### src/lcd_seg_pkg.sv
/*
 * lcd_seg_pkg: register map, field positions, reset values and timing
 * constants of the segment display controller.
 * Assumes an APB slave with 32-bit data and word-aligned registers.
 */
package lcd_seg_pkg;

    // register byte offsets
    localparam logic [11:0] off_control     = 12'h000;
    localparam logic [11:0] off_prescaler   = 12'h004;
    localparam logic [11:0] off_com_enable  = 12'h008;
    localparam logic [11:0] off_seg_low     = 12'h00c;
    localparam logic [11:0] off_seg_high    = 12'h010;
    localparam logic [11:0] off_blink       = 12'h014;
    localparam logic [11:0] off_ram_base    = 12'h020;
    localparam int          ram_words       = 10;

    // field positions in the control word; source select in the prescaler
    localparam int bit_timer_run   = 6;
    localparam int bit_drive_power_source_select        = 5;
    localparam int bit_ms_lo       = 2;
    localparam int bit_divider_resistor_value        = 13;
    localparam int bit_bias8       = 12;
    localparam int bit_inv         = 11;
    localparam int bit_blank       = 10;
    localparam int bit_irq_en      = 9;
    localparam int bit_irq_flag    = 8;
    localparam int bit_port_input_control       = 23;
    localparam int bit_blink_interval_select       = 22;
    localparam int bit_ve_lo       = 17;
    localparam int bit_source_clock_select      = 22;

    // writable masks and reset values
    localparam logic [31:0] control_mask    = 32'h00fe_3f7c;
    localparam logic [31:0] control_reset   = 32'h003e_1400;
    localparam logic [31:0] prescaler_mask  = 32'h007f_ffff;
    localparam logic [31:0] com_mask        = 32'h0000_00ff;
    localparam logic [31:0] seg_high_mask   = 32'h0000_00ff;
    localparam logic [31:0] blink_mask      = 32'h0000_ffff;

    // blink divider exponents of the sub-clock
    localparam int blink_exp_short = 14;
    localparam int blink_exp_long  = 15;

    typedef enum logic [2:0] {
        mode_stop, mode_com4_d2, mode_com4_d3, mode_com4_d4, mode_com8
    } disp_mode_t;

    typedef struct packed {
        logic        timer_run;
        logic        drive_power_source_select;
        logic [2:0]  ms;
        logic        divider_resistor_value;
        logic        bias8;
        logic        reverse_display;
        logic        blank;
        logic        irq_en;
        logic        port_input_control;
        logic        blink_interval_select;
        logic [4:0]  ve;
        logic        source_clock_select;
        logic [21:0] clock_division_ratio;
    } cfg_t;

endpackage

### src/lcd_segment_drive_control.sv
/*
 * lcd_segment_drive_control: registers, clock prescaler, frame sequencer,
 * blink timer and pin assignment of a segment display driver.
 * Assumes APB access, sub_clk_en as a one-cycle enable at the sub-clock
 * rate, and an analog stage that turns the drive codes into voltages.
 */
// The placing of the registers and the APB slave port were chosen for this implementation.
// Functional notes
// - mode field picks stop, 4-com duties, 8-com
// - timer-mode run bit keeps sequencer alive
// - drive source selects internal or external dividers
// - resistor bit picks 100k or 10k
// - bias bit 1/3 or 1/4, 8-com only
// - reverse bit inverts displayed pattern
// - blank bit shows blank, resets to one
// - enable gates request; flag shows detection
// - port input control cuts inputs when clear
// - enabled com/seg pins keep inputs cut
// - blink period sub-clock over 2^14 or 2^15
// - five drive pin selects, reset to one
// - drive pin selects unchanged by internal dividers
// - source select: sub-clock or bus clock
// - 22-bit divider divides by value plus one
// - eight com enables close switches
// - upper com enables only close switches in 4-com, no segment data
// - forty segment enables close switches
// - reserved bits read zero, ignore writes
// - sixteen blink bits pick blinking dots
// - two-frame alternating waveform, no net DC
// - cycle end sets flag; write zero clears
// - memory one gives selected segment level
`timescale 1ns/1ps
module lcd_segment_drive_control (
    input  wire logic        clk,
    input  wire logic        rst,
    input  wire logic        psel,
    input  wire logic        penable,
    input  wire logic        pwrite,
    input  wire logic [11:0] paddr,
    input  wire logic [31:0] pwdata,
    output logic      [31:0] prdata,
    output logic             pready,
    output logic             pslverr,
    input  wire logic        sub_clk_en,
    input  wire logic        timer_mode,
    input  wire logic [43:0] pad_in,
    output logic      [43:0] pad_in_gated,
    output logic      [7:0]  com_switch,
    output logic      [39:0] seg_switch,
    output logic      [4:0]  drive_pin_select,
    output logic             divider_internal,
    output logic             divider_10k,
    output logic      [2:0]  bias_level,
    output logic      [7:0]  com_select,
    output logic      [43:0] seg_on,
    output logic             frame_phase,
    output logic             irq
);

    lcd_seg_pkg::cfg_t cfg_q;
    logic        irq_flag_q;
    logic [31:0] com_en_q;
    logic [31:0] seg_lo_q;
    logic [31:0] seg_hi_q;
    logic [31:0] blink_q;
    logic [31:0] ram_q [lcd_seg_pkg::ram_words];
    logic [21:0] div_cnt_q;
    logic [2:0]  com_idx_q;
    logic        frame_q;
    logic [15:0] blink_cnt_q;
    logic        blink_off_q;
    logic        wr_en;
    logic        rd_en;
    logic [31:0] rdata_d;
    logic        hit_d;
    logic        cycle_end;
    logic        lcd_tick;
    logic        src_en;
    logic        running;
    logic        com8;
    logic [2:0]  last_com;
    logic [31:0] ctrl_view;
    logic [31:0] psr_view;
    logic [43:0] seg_d;
    logic [43:0] seg_en_all;

    // every access completes on the first access cycle
    assign wr_en = psel && penable && pwrite;
    assign rd_en = psel && penable && !pwrite;

    assign com8     = cfg_q.ms[2];
    assign last_com = com8 ? 3'h7 : (cfg_q.ms[1:0] == 2'h1 ? 3'h1 :
                      (cfg_q.ms[1:0] == 2'h2 ? 3'h2 : 3'h3));
    // halted in timer mode unless the run bit is set
    assign running  = (cfg_q.ms != 3'h0) && (!timer_mode || cfg_q.timer_run);

    // packed views, reserved bits forced to zero
    assign ctrl_view = {8'h00, cfg_q.port_input_control, cfg_q.blink_interval_select, cfg_q.ve, 1'b0,
                        2'b00, cfg_q.divider_resistor_value, cfg_q.bias8, cfg_q.reverse_display, cfg_q.blank,
                        cfg_q.irq_en, irq_flag_q,
                        1'b0, cfg_q.timer_run, cfg_q.drive_power_source_select, cfg_q.ms, 2'b00};
    assign psr_view  = {9'h000, cfg_q.source_clock_select, cfg_q.clock_division_ratio};

    // control and prescaler registers; writable at any time
    always_ff @(posedge clk or posedge rst)
    begin
        if (rst)
        begin
            // blank, bias and drive pin selects reset to one
            cfg_q <= '{ms: 3'h0, clock_division_ratio: 22'h000000, ve: 5'h1f,
                       bias8: 1'b1, blank: 1'b1, default: 1'b0};
        end
        else if (wr_en && paddr == lcd_seg_pkg::off_control)
        begin
            cfg_q.timer_run <= pwdata[lcd_seg_pkg::bit_timer_run];
            cfg_q.drive_power_source_select      <= pwdata[lcd_seg_pkg::bit_drive_power_source_select];
            cfg_q.ms        <= pwdata[lcd_seg_pkg::bit_ms_lo +: 3];
            cfg_q.divider_resistor_value      <= pwdata[lcd_seg_pkg::bit_divider_resistor_value];
            cfg_q.bias8     <= pwdata[lcd_seg_pkg::bit_bias8];
            cfg_q.reverse_display       <= pwdata[lcd_seg_pkg::bit_inv];
            cfg_q.blank     <= pwdata[lcd_seg_pkg::bit_blank];
            cfg_q.irq_en    <= pwdata[lcd_seg_pkg::bit_irq_en];
            cfg_q.port_input_control     <= pwdata[lcd_seg_pkg::bit_port_input_control];
            cfg_q.blink_interval_select     <= pwdata[lcd_seg_pkg::bit_blink_interval_select];
            cfg_q.ve        <= pwdata[lcd_seg_pkg::bit_ve_lo +: 5];
        end
        else if (wr_en && paddr == lcd_seg_pkg::off_prescaler)
        begin
            cfg_q.source_clock_select <= pwdata[lcd_seg_pkg::bit_source_clock_select];
            cfg_q.clock_division_ratio <= pwdata[21:0];
        end
    end

    // flag set on cycle end wins over a software clear
    always_ff @(posedge clk or posedge rst)
    begin
        if (rst)
            irq_flag_q <= 1'b0;
        else if (cycle_end)
            irq_flag_q <= 1'b1;
        else if (wr_en && paddr == lcd_seg_pkg::off_control
                 && !pwdata[lcd_seg_pkg::bit_irq_flag])
            irq_flag_q <= 1'b0;
    end

    // pin-assignment and blink registers, reserved bits masked
    always_ff @(posedge clk or posedge rst)
    begin
        if (rst)
        begin
            com_en_q <= 32'h0000_0000;
            seg_lo_q <= 32'h0000_0000;
            seg_hi_q <= 32'h0000_0000;
            blink_q  <= 32'h0000_0000;
        end
        else if (wr_en)
        begin
            if (paddr == lcd_seg_pkg::off_com_enable)
                com_en_q <= pwdata & lcd_seg_pkg::com_mask;
            else if (paddr == lcd_seg_pkg::off_seg_low)
                seg_lo_q <= pwdata;
            else if (paddr == lcd_seg_pkg::off_seg_high)
                seg_hi_q <= pwdata & lcd_seg_pkg::seg_high_mask;
            else if (paddr == lcd_seg_pkg::off_blink)
                blink_q <= pwdata & lcd_seg_pkg::blink_mask;
        end
    end

    // display memory, one word per four segment bytes
    genvar gi;
    generate
        for (gi = 0; gi < lcd_seg_pkg::ram_words; gi++)
        begin : g_ram
            always_ff @(posedge clk or posedge rst)
            begin
                if (rst)
                    ram_q[gi] <= 32'h0000_0000;
                else if (wr_en && paddr == lcd_seg_pkg::off_ram_base + 12'(4 * gi))
                    ram_q[gi] <= pwdata;
            end
        end
    endgenerate

    // read decode; unmapped addresses answer zero with an error
    always_comb
    begin
        rdata_d = 32'h0000_0000;
        hit_d   = 1'b1;
        if (paddr == lcd_seg_pkg::off_control)
            rdata_d = ctrl_view;
        else if (paddr == lcd_seg_pkg::off_prescaler)
            rdata_d = psr_view;
        else if (paddr == lcd_seg_pkg::off_com_enable)
            rdata_d = com_en_q;
        else if (paddr == lcd_seg_pkg::off_seg_low)
            rdata_d = seg_lo_q;
        else if (paddr == lcd_seg_pkg::off_seg_high)
            rdata_d = seg_hi_q;
        else if (paddr == lcd_seg_pkg::off_blink)
            rdata_d = blink_q;
        else if (paddr >= lcd_seg_pkg::off_ram_base && paddr[1:0] == 2'b00 &&
                 paddr < lcd_seg_pkg::off_ram_base + 12'(4 * lcd_seg_pkg::ram_words))
            rdata_d = ram_q[4'((paddr - lcd_seg_pkg::off_ram_base) >> 2)];
        else
            hit_d = 1'b0;
    end

    // bus answer registered in the setup cycle, ready on the access cycle
    always_ff @(posedge clk or posedge rst)
    begin
        if (rst)
        begin
            prdata  <= 32'h0000_0000;
            pready  <= 1'b0;
            pslverr <= 1'b0;
        end
        else
        begin
            pready  <= psel && !penable;
            pslverr <= psel && !penable && !hit_d;
            prdata  <= (psel && !penable && !pwrite) ? rdata_d : 32'h0000_0000;
        end
    end

    // source enable; bus clock is every cycle here
    assign src_en   = cfg_q.source_clock_select ? 1'b1 : sub_clk_en;
    // tick after clock_division_ratio+1 source pulses; a count already past a newly
    // lowered ratio ends the period at once instead of wrapping 2^22 pulses
    assign lcd_tick = src_en && (div_cnt_q >= cfg_q.clock_division_ratio);

    always_ff @(posedge clk or posedge rst)
    begin
        if (rst)
            div_cnt_q <= 22'h000000;
        else if (!running)
            div_cnt_q <= 22'h000000;
        else if (src_en)
            div_cnt_q <= lcd_tick ? 22'h000000 : div_cnt_q + 22'h000001;
    end

    // commons step each tick; frame polarity toggles per scan
    assign cycle_end = running && lcd_tick && (com_idx_q == last_com) && frame_q;

    always_ff @(posedge clk or posedge rst)
    begin
        if (rst)
        begin
            com_idx_q <= 3'h0;
            frame_q   <= 1'b0;
        end
        else if (!running)
        begin
            com_idx_q <= 3'h0;
            frame_q   <= 1'b0;
        end
        else if (lcd_tick)
        begin
            if (com_idx_q >= last_com)
            begin
                com_idx_q <= 3'h0;
                frame_q   <= !frame_q;
            end
            else
                com_idx_q <= com_idx_q + 3'h1;
        end
    end

    // blink timer on the sub-clock, 2^14 or 2^15 pulses
    always_ff @(posedge clk or posedge rst)
    begin
        if (rst)
        begin
            blink_cnt_q <= 16'h0000;
            blink_off_q <= 1'b0;
        end
        else if (sub_clk_en)
        begin
            if (blink_cnt_q >= (cfg_q.blink_interval_select ? 16'((32'h1 << lcd_seg_pkg::blink_exp_long) - 1)
                                : 16'((32'h1 << lcd_seg_pkg::blink_exp_short) - 1)))
            begin
                blink_cnt_q <= 16'h0000;
                blink_off_q <= !blink_off_q;
            end
            else
                blink_cnt_q <= blink_cnt_q + 16'h0001;
        end
    end

    // segment data for the active common
    always_comb
    begin
        seg_d = '0;
        for (int s = 0; s < 44; s++)
        begin
            if (com8)
                seg_d[s] = (s < 40) ? ram_q[s / 4][(s % 4) * 8 + int'(com_idx_q)] : 1'b0;
            else
                seg_d[s] = (s < 40) ? ram_q[s / 8][(s % 8) * 4 + int'(com_idx_q[1:0])]
                                    : 1'b0;
            // blinking dot dark during the off half
            if (blink_off_q && com8 && s < 2 && blink_q[s * 8 + int'(com_idx_q)])
                seg_d[s] = 1'b0;
            if (blink_off_q && !com8 && s < 4 && blink_q[s * 4 + int'(com_idx_q[1:0])])
                seg_d[s] = 1'b0;
            seg_d[s] = seg_d[s] ^ cfg_q.reverse_display;
            if (cfg_q.blank)
                seg_d[s] = 1'b0;
        end
    end

    assign seg_en_all = {4'h0, seg_hi_q[7:0], seg_lo_q};

    // drive outputs, all registered
    always_ff @(posedge clk or posedge rst)
    begin
        if (rst)
        begin
            seg_on       <= '0;
            com_select   <= 8'h00;
            frame_phase  <= 1'b0;
            bias_level   <= 3'h0;
            irq          <= 1'b0;
        end
        else
        begin
            seg_on      <= running ? seg_d : '0;
            com_select  <= running ? 8'(1 << com_idx_q) : 8'h00;
            // polarity drops with the commons so both move on the same edge
            frame_phase <= running ? frame_q : 1'b0;
            // bias denominator; 1/2 duty uses 1/2 bias
            bias_level  <= com8 ? (cfg_q.bias8 ? 3'h4 : 3'h3)
                         : (cfg_q.ms[1:0] == 2'h1 ? 3'h2 : 3'h3);
            irq         <= irq_flag_q && cfg_q.irq_en;
        end
    end

    // pin assignment outputs
    always_ff @(posedge clk or posedge rst)
    begin
        if (rst)
        begin
            com_switch       <= 8'h00;
            seg_switch       <= '0;
            drive_pin_select <= 5'h1f;
            divider_internal <= 1'b0;
            divider_10k      <= 1'b0;
            pad_in_gated     <= '0;
        end
        else
        begin
            // upper com switches follow their enables in 4-com mode too
            com_switch       <= com_en_q[7:0];
            seg_switch       <= seg_en_all[39:0];
            // selects follow ve in both divider modes; top pin relied on
            drive_pin_select <= cfg_q.drive_power_source_select ? {cfg_q.ve[4], cfg_q.ve[3:0]} : cfg_q.ve;
            divider_internal <= cfg_q.drive_power_source_select;
            divider_10k      <= cfg_q.drive_power_source_select && cfg_q.divider_resistor_value;
            // input cut-off, enabled pins stay cut
            pad_in_gated     <= pad_in & {44{cfg_q.port_input_control}}
                              & ~{com_en_q[3:0], seg_en_all[39:0]};
        end
    end

endmodule

### config.mk
export PLATFORM = sky130hd
export DESIGN_NAME = lcd_segment_drive_control
export DESIGN_NICKNAME = d
export VERILOG_FILES = /design/src/lcd_seg_pkg.sv /design/src/lcd_segment_drive_control.sv
export SDC_FILE = /design/constraint.sdc
export NUM_CORES = 1
export LEC_CHECK = 0
export ABC_CLOCK_PERIOD_IN_PS = 22000
export BUFFER_PORTS_ARGS = -buffer_cell sky130_fd_sc_hd__buf_2
export CAP_MARGIN = 20
export CORE_UTILIZATION = 45
export CTS_CLUSTER_SIZE = 28
export DETAILED_ROUTE_END_ITERATION = 8
export GPL_TIMING_DRIVEN = 0
export PLACE_DENSITY = 0.66
export SKIP_CTS_REPAIR_TIMING = 1
export SYNTH_ARGS = -nofsm -noshare
export SYNTH_HDL_FRONTEND = slang
export SYNTH_SLANG_ARGS = --single-unit
### constraint.sdc
create_clock -name clk -period 22 [get_ports clk]
set_clock_uncertainty 0.2 [all_clocks]
set_input_delay 2.2 -clock clk [delete_from_list [all_inputs] [get_ports clk]]
set_output_delay 2.2 -clock clk [all_outputs]
set_load 0.02 [all_outputs]
== Yosys cells after proc, flatten, opt, wreduce, memory -nomap -nowiden ==
Index checks and enable logic that the tools add are counted.

* Flip-flop bits (word level): 658
* Bits in latches: 0
* Memory bits (writable): 0
* ROM bits: 0
* Bits of input ports: 95
* Output and inout bits: 190
* Logic and storage cells: 573
* Memories kept: 0

* Add/sub/neg operators: 14
* $mul: 0
* Div/mod/pow operators: 0
* Order comparisons: 18
* Eq/ne operators: 21
* Shifts and indexed selects: 1
* Multiplexer cells: 369
* Bitwise operators: 48
* Reductions and logical operators: 55

{| class="wikitable"
|+ Operator list
! cell !! count
|-
| $bmux W1 S5 || 69
|-
| $mux W32 || 10
|-
| $mux W1 || 258
|-
| $bmux W32 S4 || 1
|-
| $eq A12 B6 Y1 const B || 8
|-
| $and A44 B44 Y44 || 2
|-
| $mux W22 || 3
|-
| $mux W44 || 1
|-
| $not A44 Y44 || 1
|-
| $xor A1 B1 Y1 || 40
|-
| $lt A6 B6 Y1 const B || 6
|-
| $logic_and A1 B1 Y1 || 35
|-
| $bmux W1 S3 || 11
|-
| $add A5 B2 Y6 const A || 4
|-
| $eq A12 B4 Y1 const B || 2
|-
| $eq A12 B5 Y1 const B || 2
|-
| $eq A12 B7 Y1 const B || 2
|-
| $add A22 B1 Y22 const B || 1
|-
| $ge A22 B22 Y1 || 1
|-
| $lt A5 B6 Y1 const B || 3
|-
| $mux W3 || 6
|-
| $add A16 B1 Y16 const B || 1
|-
| $ge A16 B15 Y1 || 1
|-
| $mux W16 || 1
|-
| 36 further kinds || 57
|}

== Logic depth before layout (Yosys ltp) ==
Gate-level depths: netlist (run 1).

* Depth in word-level cells: 13
* Depth in mapped cells: 12
* Gate-level depth less buffers: 9

== Worst setup path before layout (run 1) ==
No wires, ideal clock.

* Path type: input to register
* Start point: input paddr[11]
* End point: register blink_q[0]
* Setup time: 125 ps
* Data arrival time: 4140 ps
* Data required time: 21675 ps
* Slack: 17536 ps
* Stages on the path: 8
* Cells stage by stage: or4_1 buf_2 or4_4 nor2_4 nor2_2 nand2_4 buf_6 mux2_2

* Word-level cells in the longest chain between the ends: 3
* Elaborated cells between the ends (all ways): 8
* Those cells by class: eq/ne (4); bitwise (3); reduce/logical (1)

{| class="wikitable"
|+ RTL lines
! what !! RTL line !! RTL
|-
| start: declaration || lcd_segment_drive_control.sv:39 || <nowiki>input wire logic [11:0] paddr,</nowiki>
|-
| $eq A12 B5 Y1 (tied with other cells) || lcd_segment_drive_control.sv:162 || <nowiki>else if (paddr == lcd_seg_pkg::off_seg_high)</nowiki>
|-
| $not A1 Y1 (no line) || - ||
|-
| $reduce_and A5 Y1 (no line) (*) || - ||
|-
| end signal: assignment || lcd_segment_drive_control.sv:165 || <nowiki>blink_q <= pwdata & lcd_seg_pkg::blink_mask;</nowiki>
|-
| end: declaration || lcd_segment_drive_control.sv:65 || <nowiki>logic [31:0] blink_q;</nowiki>
|}

Mark *: on every way between the ends. The rest lies on a longest branch, timed or not.
A chain may end at the register's enable or synchronous reset.

== Worst setup path in the final report (run 1) ==
* Start point: input paddr[4]
* End point: register prdata[20]

* Word-level cells in the longest chain between the ends: 13
* Elaborated cells between the ends (all ways): 23
* Those cells by class: add/sub (1); order compare (2); eq/ne (5); mux (11); bitwise (1); reduce/logical (3)

{| class="wikitable"
|+ RTL lines
! what !! RTL line !! RTL
|-
| $sub A6 B6 Y6 || lcd_segment_drive_control.sv:203 || <nowiki>rdata_d = ram_q[4'((paddr - lcd_seg_pkg::off_ram_base) >> 2)];</nowiki>
|-
| $not A4 Y5 (not written as such) || lcd_segment_drive_control.sv:203 ||
|-
| $bmux W32 S4 || lcd_segment_drive_control.sv:203 ||
|-
| $mux W32 (not written as such) (2 in series) || lcd_segment_drive_control.sv:203 ||
|-
| $mux W32 || lcd_segment_drive_control.sv:201 || <nowiki>else if (paddr >= lcd_seg_pkg::off_ram_base && paddr[1:0] == 2'b00 &&</nowiki>
|-
| $mux W32 || lcd_segment_drive_control.sv:199 || <nowiki>else if (paddr == lcd_seg_pkg::off_blink)</nowiki>
|-
| $mux W32 || lcd_segment_drive_control.sv:197 || <nowiki>else if (paddr == lcd_seg_pkg::off_seg_high)</nowiki>
|-
| $mux W32 || lcd_segment_drive_control.sv:195 || <nowiki>else if (paddr == lcd_seg_pkg::off_seg_low)</nowiki>
|-
| $mux W32 || lcd_segment_drive_control.sv:193 || <nowiki>else if (paddr == lcd_seg_pkg::off_com_enable)</nowiki>
|-
| $mux W32 || lcd_segment_drive_control.sv:191 || <nowiki>else if (paddr == lcd_seg_pkg::off_prescaler)</nowiki>
|-
| $mux W32 (*) || lcd_segment_drive_control.sv:189 || <nowiki>if (paddr == lcd_seg_pkg::off_control)</nowiki>
|-
| $mux W32 (*) || lcd_segment_drive_control.sv:221 || <nowiki>prdata <= (psel && !penable && !pwrite) ? rdata_d : 32'h0000_0000;</nowiki>
|-
| end signal: assignment || lcd_segment_drive_control.sv:221 ||
|-
| end: declaration || lcd_segment_drive_control.sv:41 || <nowiki>output logic [31:0] prdata,</nowiki>
|}

Mark *: on every way between the ends. The rest lies on a longest branch, timed or not. The select of a mux whose other input is x is not followed.

==> reports/results.txt, run 1 <==
Clock transition at path regs: 0.06 ns
cell area after synthesis: 31100 um2
area of the core: 68500 um2
total power: 2.62 mW
Die Width: 265 um
fin crit period: 5.43 ns
Tot GR Track Use: 30.8%
fillers: 5762
Final Hold Fails: 0
post-DP HPWL: 80100 um
Primary FF master, synth: dfrtp_1
Layout Nets: 2810
drt pass-1 iters: 5
mean post-synth cell area: 13.5 um2
final wirelength: 107000 um
Arr. time, crit path: 5.66 ns
Mapped Nets: 2438
critical path class: primary input to flip-flop
Routed Antenna Nets: 0
CP endpoint kind: flip-flop
CTS root buf: clkbuf_16
EDFF count, synth: 0
CTS tree: built
TritonCTS buffer count: 74
drt wl/cell: 29.5 um
initial antenna violation count: 5
synth-to-layout area growth: 17.3%
DRC Markers: 0
Lkg Pwr: 17.7 nW
Worst-Skew Late Latency: 0.63 ns
Slew headroom: 13.9%
max-cap viol count: 0
placed cells: 3485
Seq/Total Area, Yosys: 52.7%
grt ovf: 0
H-tree depth: 3
RSZ-0062 raised after global routing: no
Cells after Synth: 2309
Max Fclk: 184 MHz
asr flop ratio synth: 100%
Synth area leaders: dfrtp_1 (52%), mux2_2 (15%), mux4_2 (11%), nand2_1 (2.0%), mux2_4 (1.8%)
global-route wire length before repair: 156000 um
vias in the first global route: 22500
Final Instance Area: 36500 um2
cell taking the most area after synthesis: dfrtp_1
pin count of the biggest net entering global routing: 133
Layout Utilization: 53.3%
most frequent cells in the layout: dfrtp_1 (643), mux2_2 (416), buf_2 (329)
IO Port Bufs: 283
Yosys cell types: 68
commonest non-fill, non-tap cell in the layout: dfrtp_1
vias: 22300
Yosys reg bits: 655
Vias per Instance: 6.16
Synth Warn #: 0
startpoint types: primary input
clk sinks: 655
max-slew violation count: 0
final setup vio count: 0
Pwr per Cell Area: 71.9 nW/um2
Yosys top cell area share: 51.7%
Starting Density: 45.5%
final critical-path share of the clock period: 24.7%
initial DRC count: 2287
Placer Congestion: 0.994
chip height: 265 um
io pins: 285
proportion of layout cells with a drive suffix above 1: 40.5%
Worst-Margin Slew: 1.29 ns
DP Area: 33900 um2
crit-path max FO: 10
Peak VDD IR: 53.3 uV
FP Rows: 96
CTS Buffer Depth: 3
status: finished, final reports clean
die area: 70200 um2
Worst Hold Class: flip-flop to flip-flop
final cell count without fillers: 3619
Worst Path Required: 22.23 ns
[per-stage QoR]
| step | setup TNS, ns | worst slack (ns) | hold slack [ns] |
|---|---|---|---|
| after global placement | -3165.19 | -5.02 | 0.168 |
| after global routing | 0 | 16.68 | 0.179 |
| after detailed placement | 0 | 15.81 | 0.170 |
| final | 0 | 16.57 | 0.180 |
| after floorplan | 0 | 1.27 | 0.159 |
| after CTS | 0 | 16.46 | 0.178 |
[kinds of logic after synthesis]
logic type	Yosys count	share of synthesized area [%]
flops	655	52.7
mux	644	28.9
simple gates	481	7.60
buf+inv	227	3.16
compound gates	199	4.29
xor+xnor	69	1.94
fa+ha+maj	34	1.37
[report_power, final]
| part | switching [mW] | total [mW] | internal, mW |
|---|---|---|---|
| clock network | 0.514 | 1.30 | 0.786 |
| registers | 0.00772 | 1.22 | 1.21 |
| logic | 0.0768 | 0.105 | 0.0279 |
| total | 0.598 | 2.62 | 2.02 |
[path summary, 6_finish.rpt]
check | start | to | slack, ns | cells past startpoint
worst max-delay path | paddr[4] | prdata[20]$_DFF_PP0_ | 16.57 | 7
worst min-delay path | cfg_q[23]$_DFFE_PP1P_ | drive_pin_select[0]$_DFF_PP1_ | 0.18 | 0
worst max register to register | com_idx_q[1]$_DFFE_PP0P_ | seg_on[25]$_DFF_PP0_ | 18.01 | 8
worst min register to register | cfg_q[23]$_DFFE_PP1P_ | drive_pin_select[0]$_DFF_PP1_ | 0.18 | 0
max in group asynchronous | rst | prdata[26]$_DFF_PP0_ | 18.25 | 5
min in group asynchronous | rst | pad_in_gated[6]$_DFF_PP0_ | 1.33 | 2
[synthesized netlist by cell type, drive strengths merged (33+ instances only)]
cell	n
o21ai	38
clkbuf	92
mux2i	40
xnor2	50
mux4	148
ha	34
nand2	168
dfrtp	643
buf	94
inv	40
a31oi	46
nor2	139
mux2	456
and3b	33
[critical path, stage by stage]
cell and delay [ns]:
buf_2 0.13, buf_2 0.23, buf_1 0.81, clkbuf_1 0.91
mux2_2 0.44, a222oi_1 0.65, o22ai_1 0.27
[layout make-up]
type | instances | area [um2] | area share (%)
buffer | 186 | 831 | 2.28
sequential | 655 | 16400 | 44.9
antenna | 1 | 2.50 | 0.00685
inverter | 41 | 161 | 0.442
tap | 882 | 1100 | 3.02
clock buffer | 105 | 2250 | 6.18
timing repair buffer | 296 | 1680 | 4.61
clock inverter | 26 | 320 | 0.877
multi-input combinational | 1427 | 13700 | 37.6
[layer usage]
layer	up-vias	GRT usage, %	share of wire [%]
li1	9184	-	-
met1	11700	41.2	40
met2	1163	48.1	46
met3	240	6.41	8.5
met4	4	14.7	5.0
met5	-	0	0.024
[registers in the layout (all words and copies together) (netlist names), 16 cells and up]
name and count:
blink_cnt_q 16, blink_q 16, cfg_q 40, div_cnt_q 22, pad_in_gated 44, prdata 32
ram_q 320, seg_lo_q 32, seg_on 41, seg_switch 40
Note: power is estimated with default switching activity, not from simulation.
==> inputs of run 2 (changes only) <==
--- a/config.mk
+++ b/config.mk
@@ -5,7 +5,7 @@
 export SDC_FILE = /design/constraint.sdc
 export NUM_CORES = 1
 export LEC_CHECK = 0
-export ABC_CLOCK_PERIOD_IN_PS = 22000
+export ABC_CLOCK_PERIOD_IN_PS = 4500
 export BUFFER_PORTS_ARGS = -buffer_cell sky130_fd_sc_hd__buf_2
 export CAP_MARGIN = 20
 export CORE_UTILIZATION = 45
==> constraint.sdc (replaced) <==
create_clock -name clk -period 4.5 [get_ports clk]
set_clock_uncertainty 0.2 [all_clocks]
set_input_delay 0.45 -clock clk [delete_from_list [all_inputs] [get_ports clk]]
set_output_delay 0.45 -clock clk [all_outputs]
set_load 0.02 [all_outputs]
==> reports/results.txt, run 2 (same netlist as run 1, synthesis figures left out) <==
total power: 12.9 mW
placed cells: 3497
max reg flops: 320
fin crit period: 4.10 ns
Largest regs: ram_q (320), pad_in_gated (44), seg_on (41)
Placer Congestion: 0.994
area of the core: 68500 um2
Worst Path Required: 4.76 ns
CTS tree: built
status: complete, but fails checks
Seq pwr share: 46.4%
synth-to-layout area growth: 20.0%
commonest non-fill, non-tap cell in the layout: dfrtp_1
Tot GR Track Use: 30.9%
critical path class: flip-flop to flip-flop
initial antenna violation count: 10
max-cap viol count: 0
TritonCTS buffer count: 73
final setup vio count: 0
Most flops, register: ram_q
Comb pwr share: 4.5%
H-tree depth: 3
chip height: 265 um
pin count of the biggest net entering global routing: 46
Int Power: 9.91 mW
global-route wire length before repair: 157000 um
failing checks: hold timing
hold endpoint: pad_in_gated[20]$_DFF_PP0_
reg2reg path depth: 8
Max Fclk: 244 MHz
vias in the first global route: 22700
power share of the clock group: 49.1%
Routed Antenna Nets: 0
FP Rows: 96
RR Endpoint: seg_on[16]$_DFF_PP0_
most frequent cells in the layout: dfrtp_1 (643), mux2_2 (416), buf_2 (329)
Lkg Pwr: 18.1 nW
die area: 70200 um2
CP endpoint kind: flip-flop
Pwr per Cell Area: 344 nW/um2
post-DP HPWL: 81300 um
Worst-Margin Slew: 1.30 ns
CTS root buf: clkbuf_16
Starting Density: 45.5%
Worst Hold Class: primary input to flip-flop
switching power: 2.95 mW
Final Hold Fails: 1
IO Port Bufs: 283
io pins: 285
Switching Share: 22.9%
Worst-Skew Late Latency: 0.63 ns
Clock transition at path regs: 0.06 ns
CTS Buffer Depth: 3
Slew headroom: 13.3%
proportion of layout cells with a drive suffix above 1: 39.9%
final cell count without fillers: 3701
crit-path max FO: 10
drt wl/cell: 29.3 um
Worst Min Path Start: pad_in[20]
initial DRC count: 2487
max-slew violation count: 0
Peak VDD IR: 253 uV
RSZ-0062 raised after global routing: no
DRC Markers: 0
grt ovf: 0
drt pass-1 iters: 8
r2r setup slk: 0.40 ns
startpoint types: flip-flop
clk sinks: 655
cell count of the worst hold path: 2
Hold WS: -0.0304 ns
RR Startpoint: com_idx_q[1]$_DFFE_PP0P_
final critical-path share of the clock period: 91.1%
Layout Nets: 2889
Vias per Instance: 6.15
vias: 22700
Arr. time, crit path: 4.36 ns
Die Width: 265 um
final wirelength: 108000 um
[run 2: cell count changes in the layout (fill, tap and decap cells not counted), sizes merged]
cell / previous run / this run
buf: 390 / 402
clkinv: 12 / 19
bufinv: 6 / 8
clkinvlp: 4 / 7
dlygate4sd3: 0 / 68
clkbuf: 197 / 187
inv: 45 / 41
diode: 1 / 5
[run 2: worst max-delay path: stages (launching register included)]
cell and delay [ns]:
dfrtp_1 0.42, clkbuf_1 0.40, clkbuf_1 0.56, buf_1 1.02
mux4_2 0.54, nand2_1 0.11, a31oi_1 0.10, xnor2_1 0.17
nor2_1 0.40
[run 2: cell type report]
class	instances	area [um2]
Buffer	186	831
Antenna cell	5	12.5
Tap cell	882	1100
Clock buffer	95	2120
Inverter	41	158
Fill cell	5710	31100
Clock inverter	34	415
Multi-Input combinational cell	1427	13700
Sequential cell	655	16400
Timing Repair Buffer	376	2560
[run 2: per-layer routing]
layer	track usage (%)	routed length (um)
met5	0	59
met4	17.3	6410
met3	7.43	10100
met2	47.1	48700
met1	40.8	43000
[run 2: worst max-delay path by stage]
stage                              from                       end  depth (start not counted)
2_1_floorplan                       rst   bias_level[0]$_DFF_PP0_                          1
5_1_grt           cfg_q[37]$_DFFE_PP0P_       frame_q$_DFFE_PP0P_                         10
3_3_place_gp                        rst  seg_lo_q[22]$_DFFE_PP0P_                          2
4_1_cts        com_idx_q[1]$_DFFE_PP0P_      seg_on[16]$_DFF_PP0_                          8
6_report       com_idx_q[1]$_DFFE_PP0P_      seg_on[16]$_DFF_PP0_                          8
3_5_place_dp                   paddr[3]      prdata[20]$_DFF_PP0_                          8
[run 2: per-stage QoR]
stage	hold WS [ns]	instance area, um2	utilization [%]	TNS [ns]	setup slack [ns]
after CTS	-0.278	36600	53.5	0	0.622
final	-0.0304	37300	54.6	0	0.399
after global routing	0.00266	37300	54.5	0	0.460
after floorplan	0.159	31100	-	-3305.41	-5.09
after global placement	0.166	33700	49.2	-5430.51	-8.43
after detailed placement	0.168	34100	49.8	0	0.120
[run 2: power by group through the flow]
stage | sequential, mW | clock (mW) | combinational (mW)
finish | 5.96 | 6.31 | 0.583
global route | 5.96 | 6.62 | 0.628
CTS | 5.96 | 6.38 | 0.535
detailed placement | 6.06 | 0 | 0.534
global placement | 6.07 | 0 | 0.479
floorplan | 6.06 | 0 | 0.271
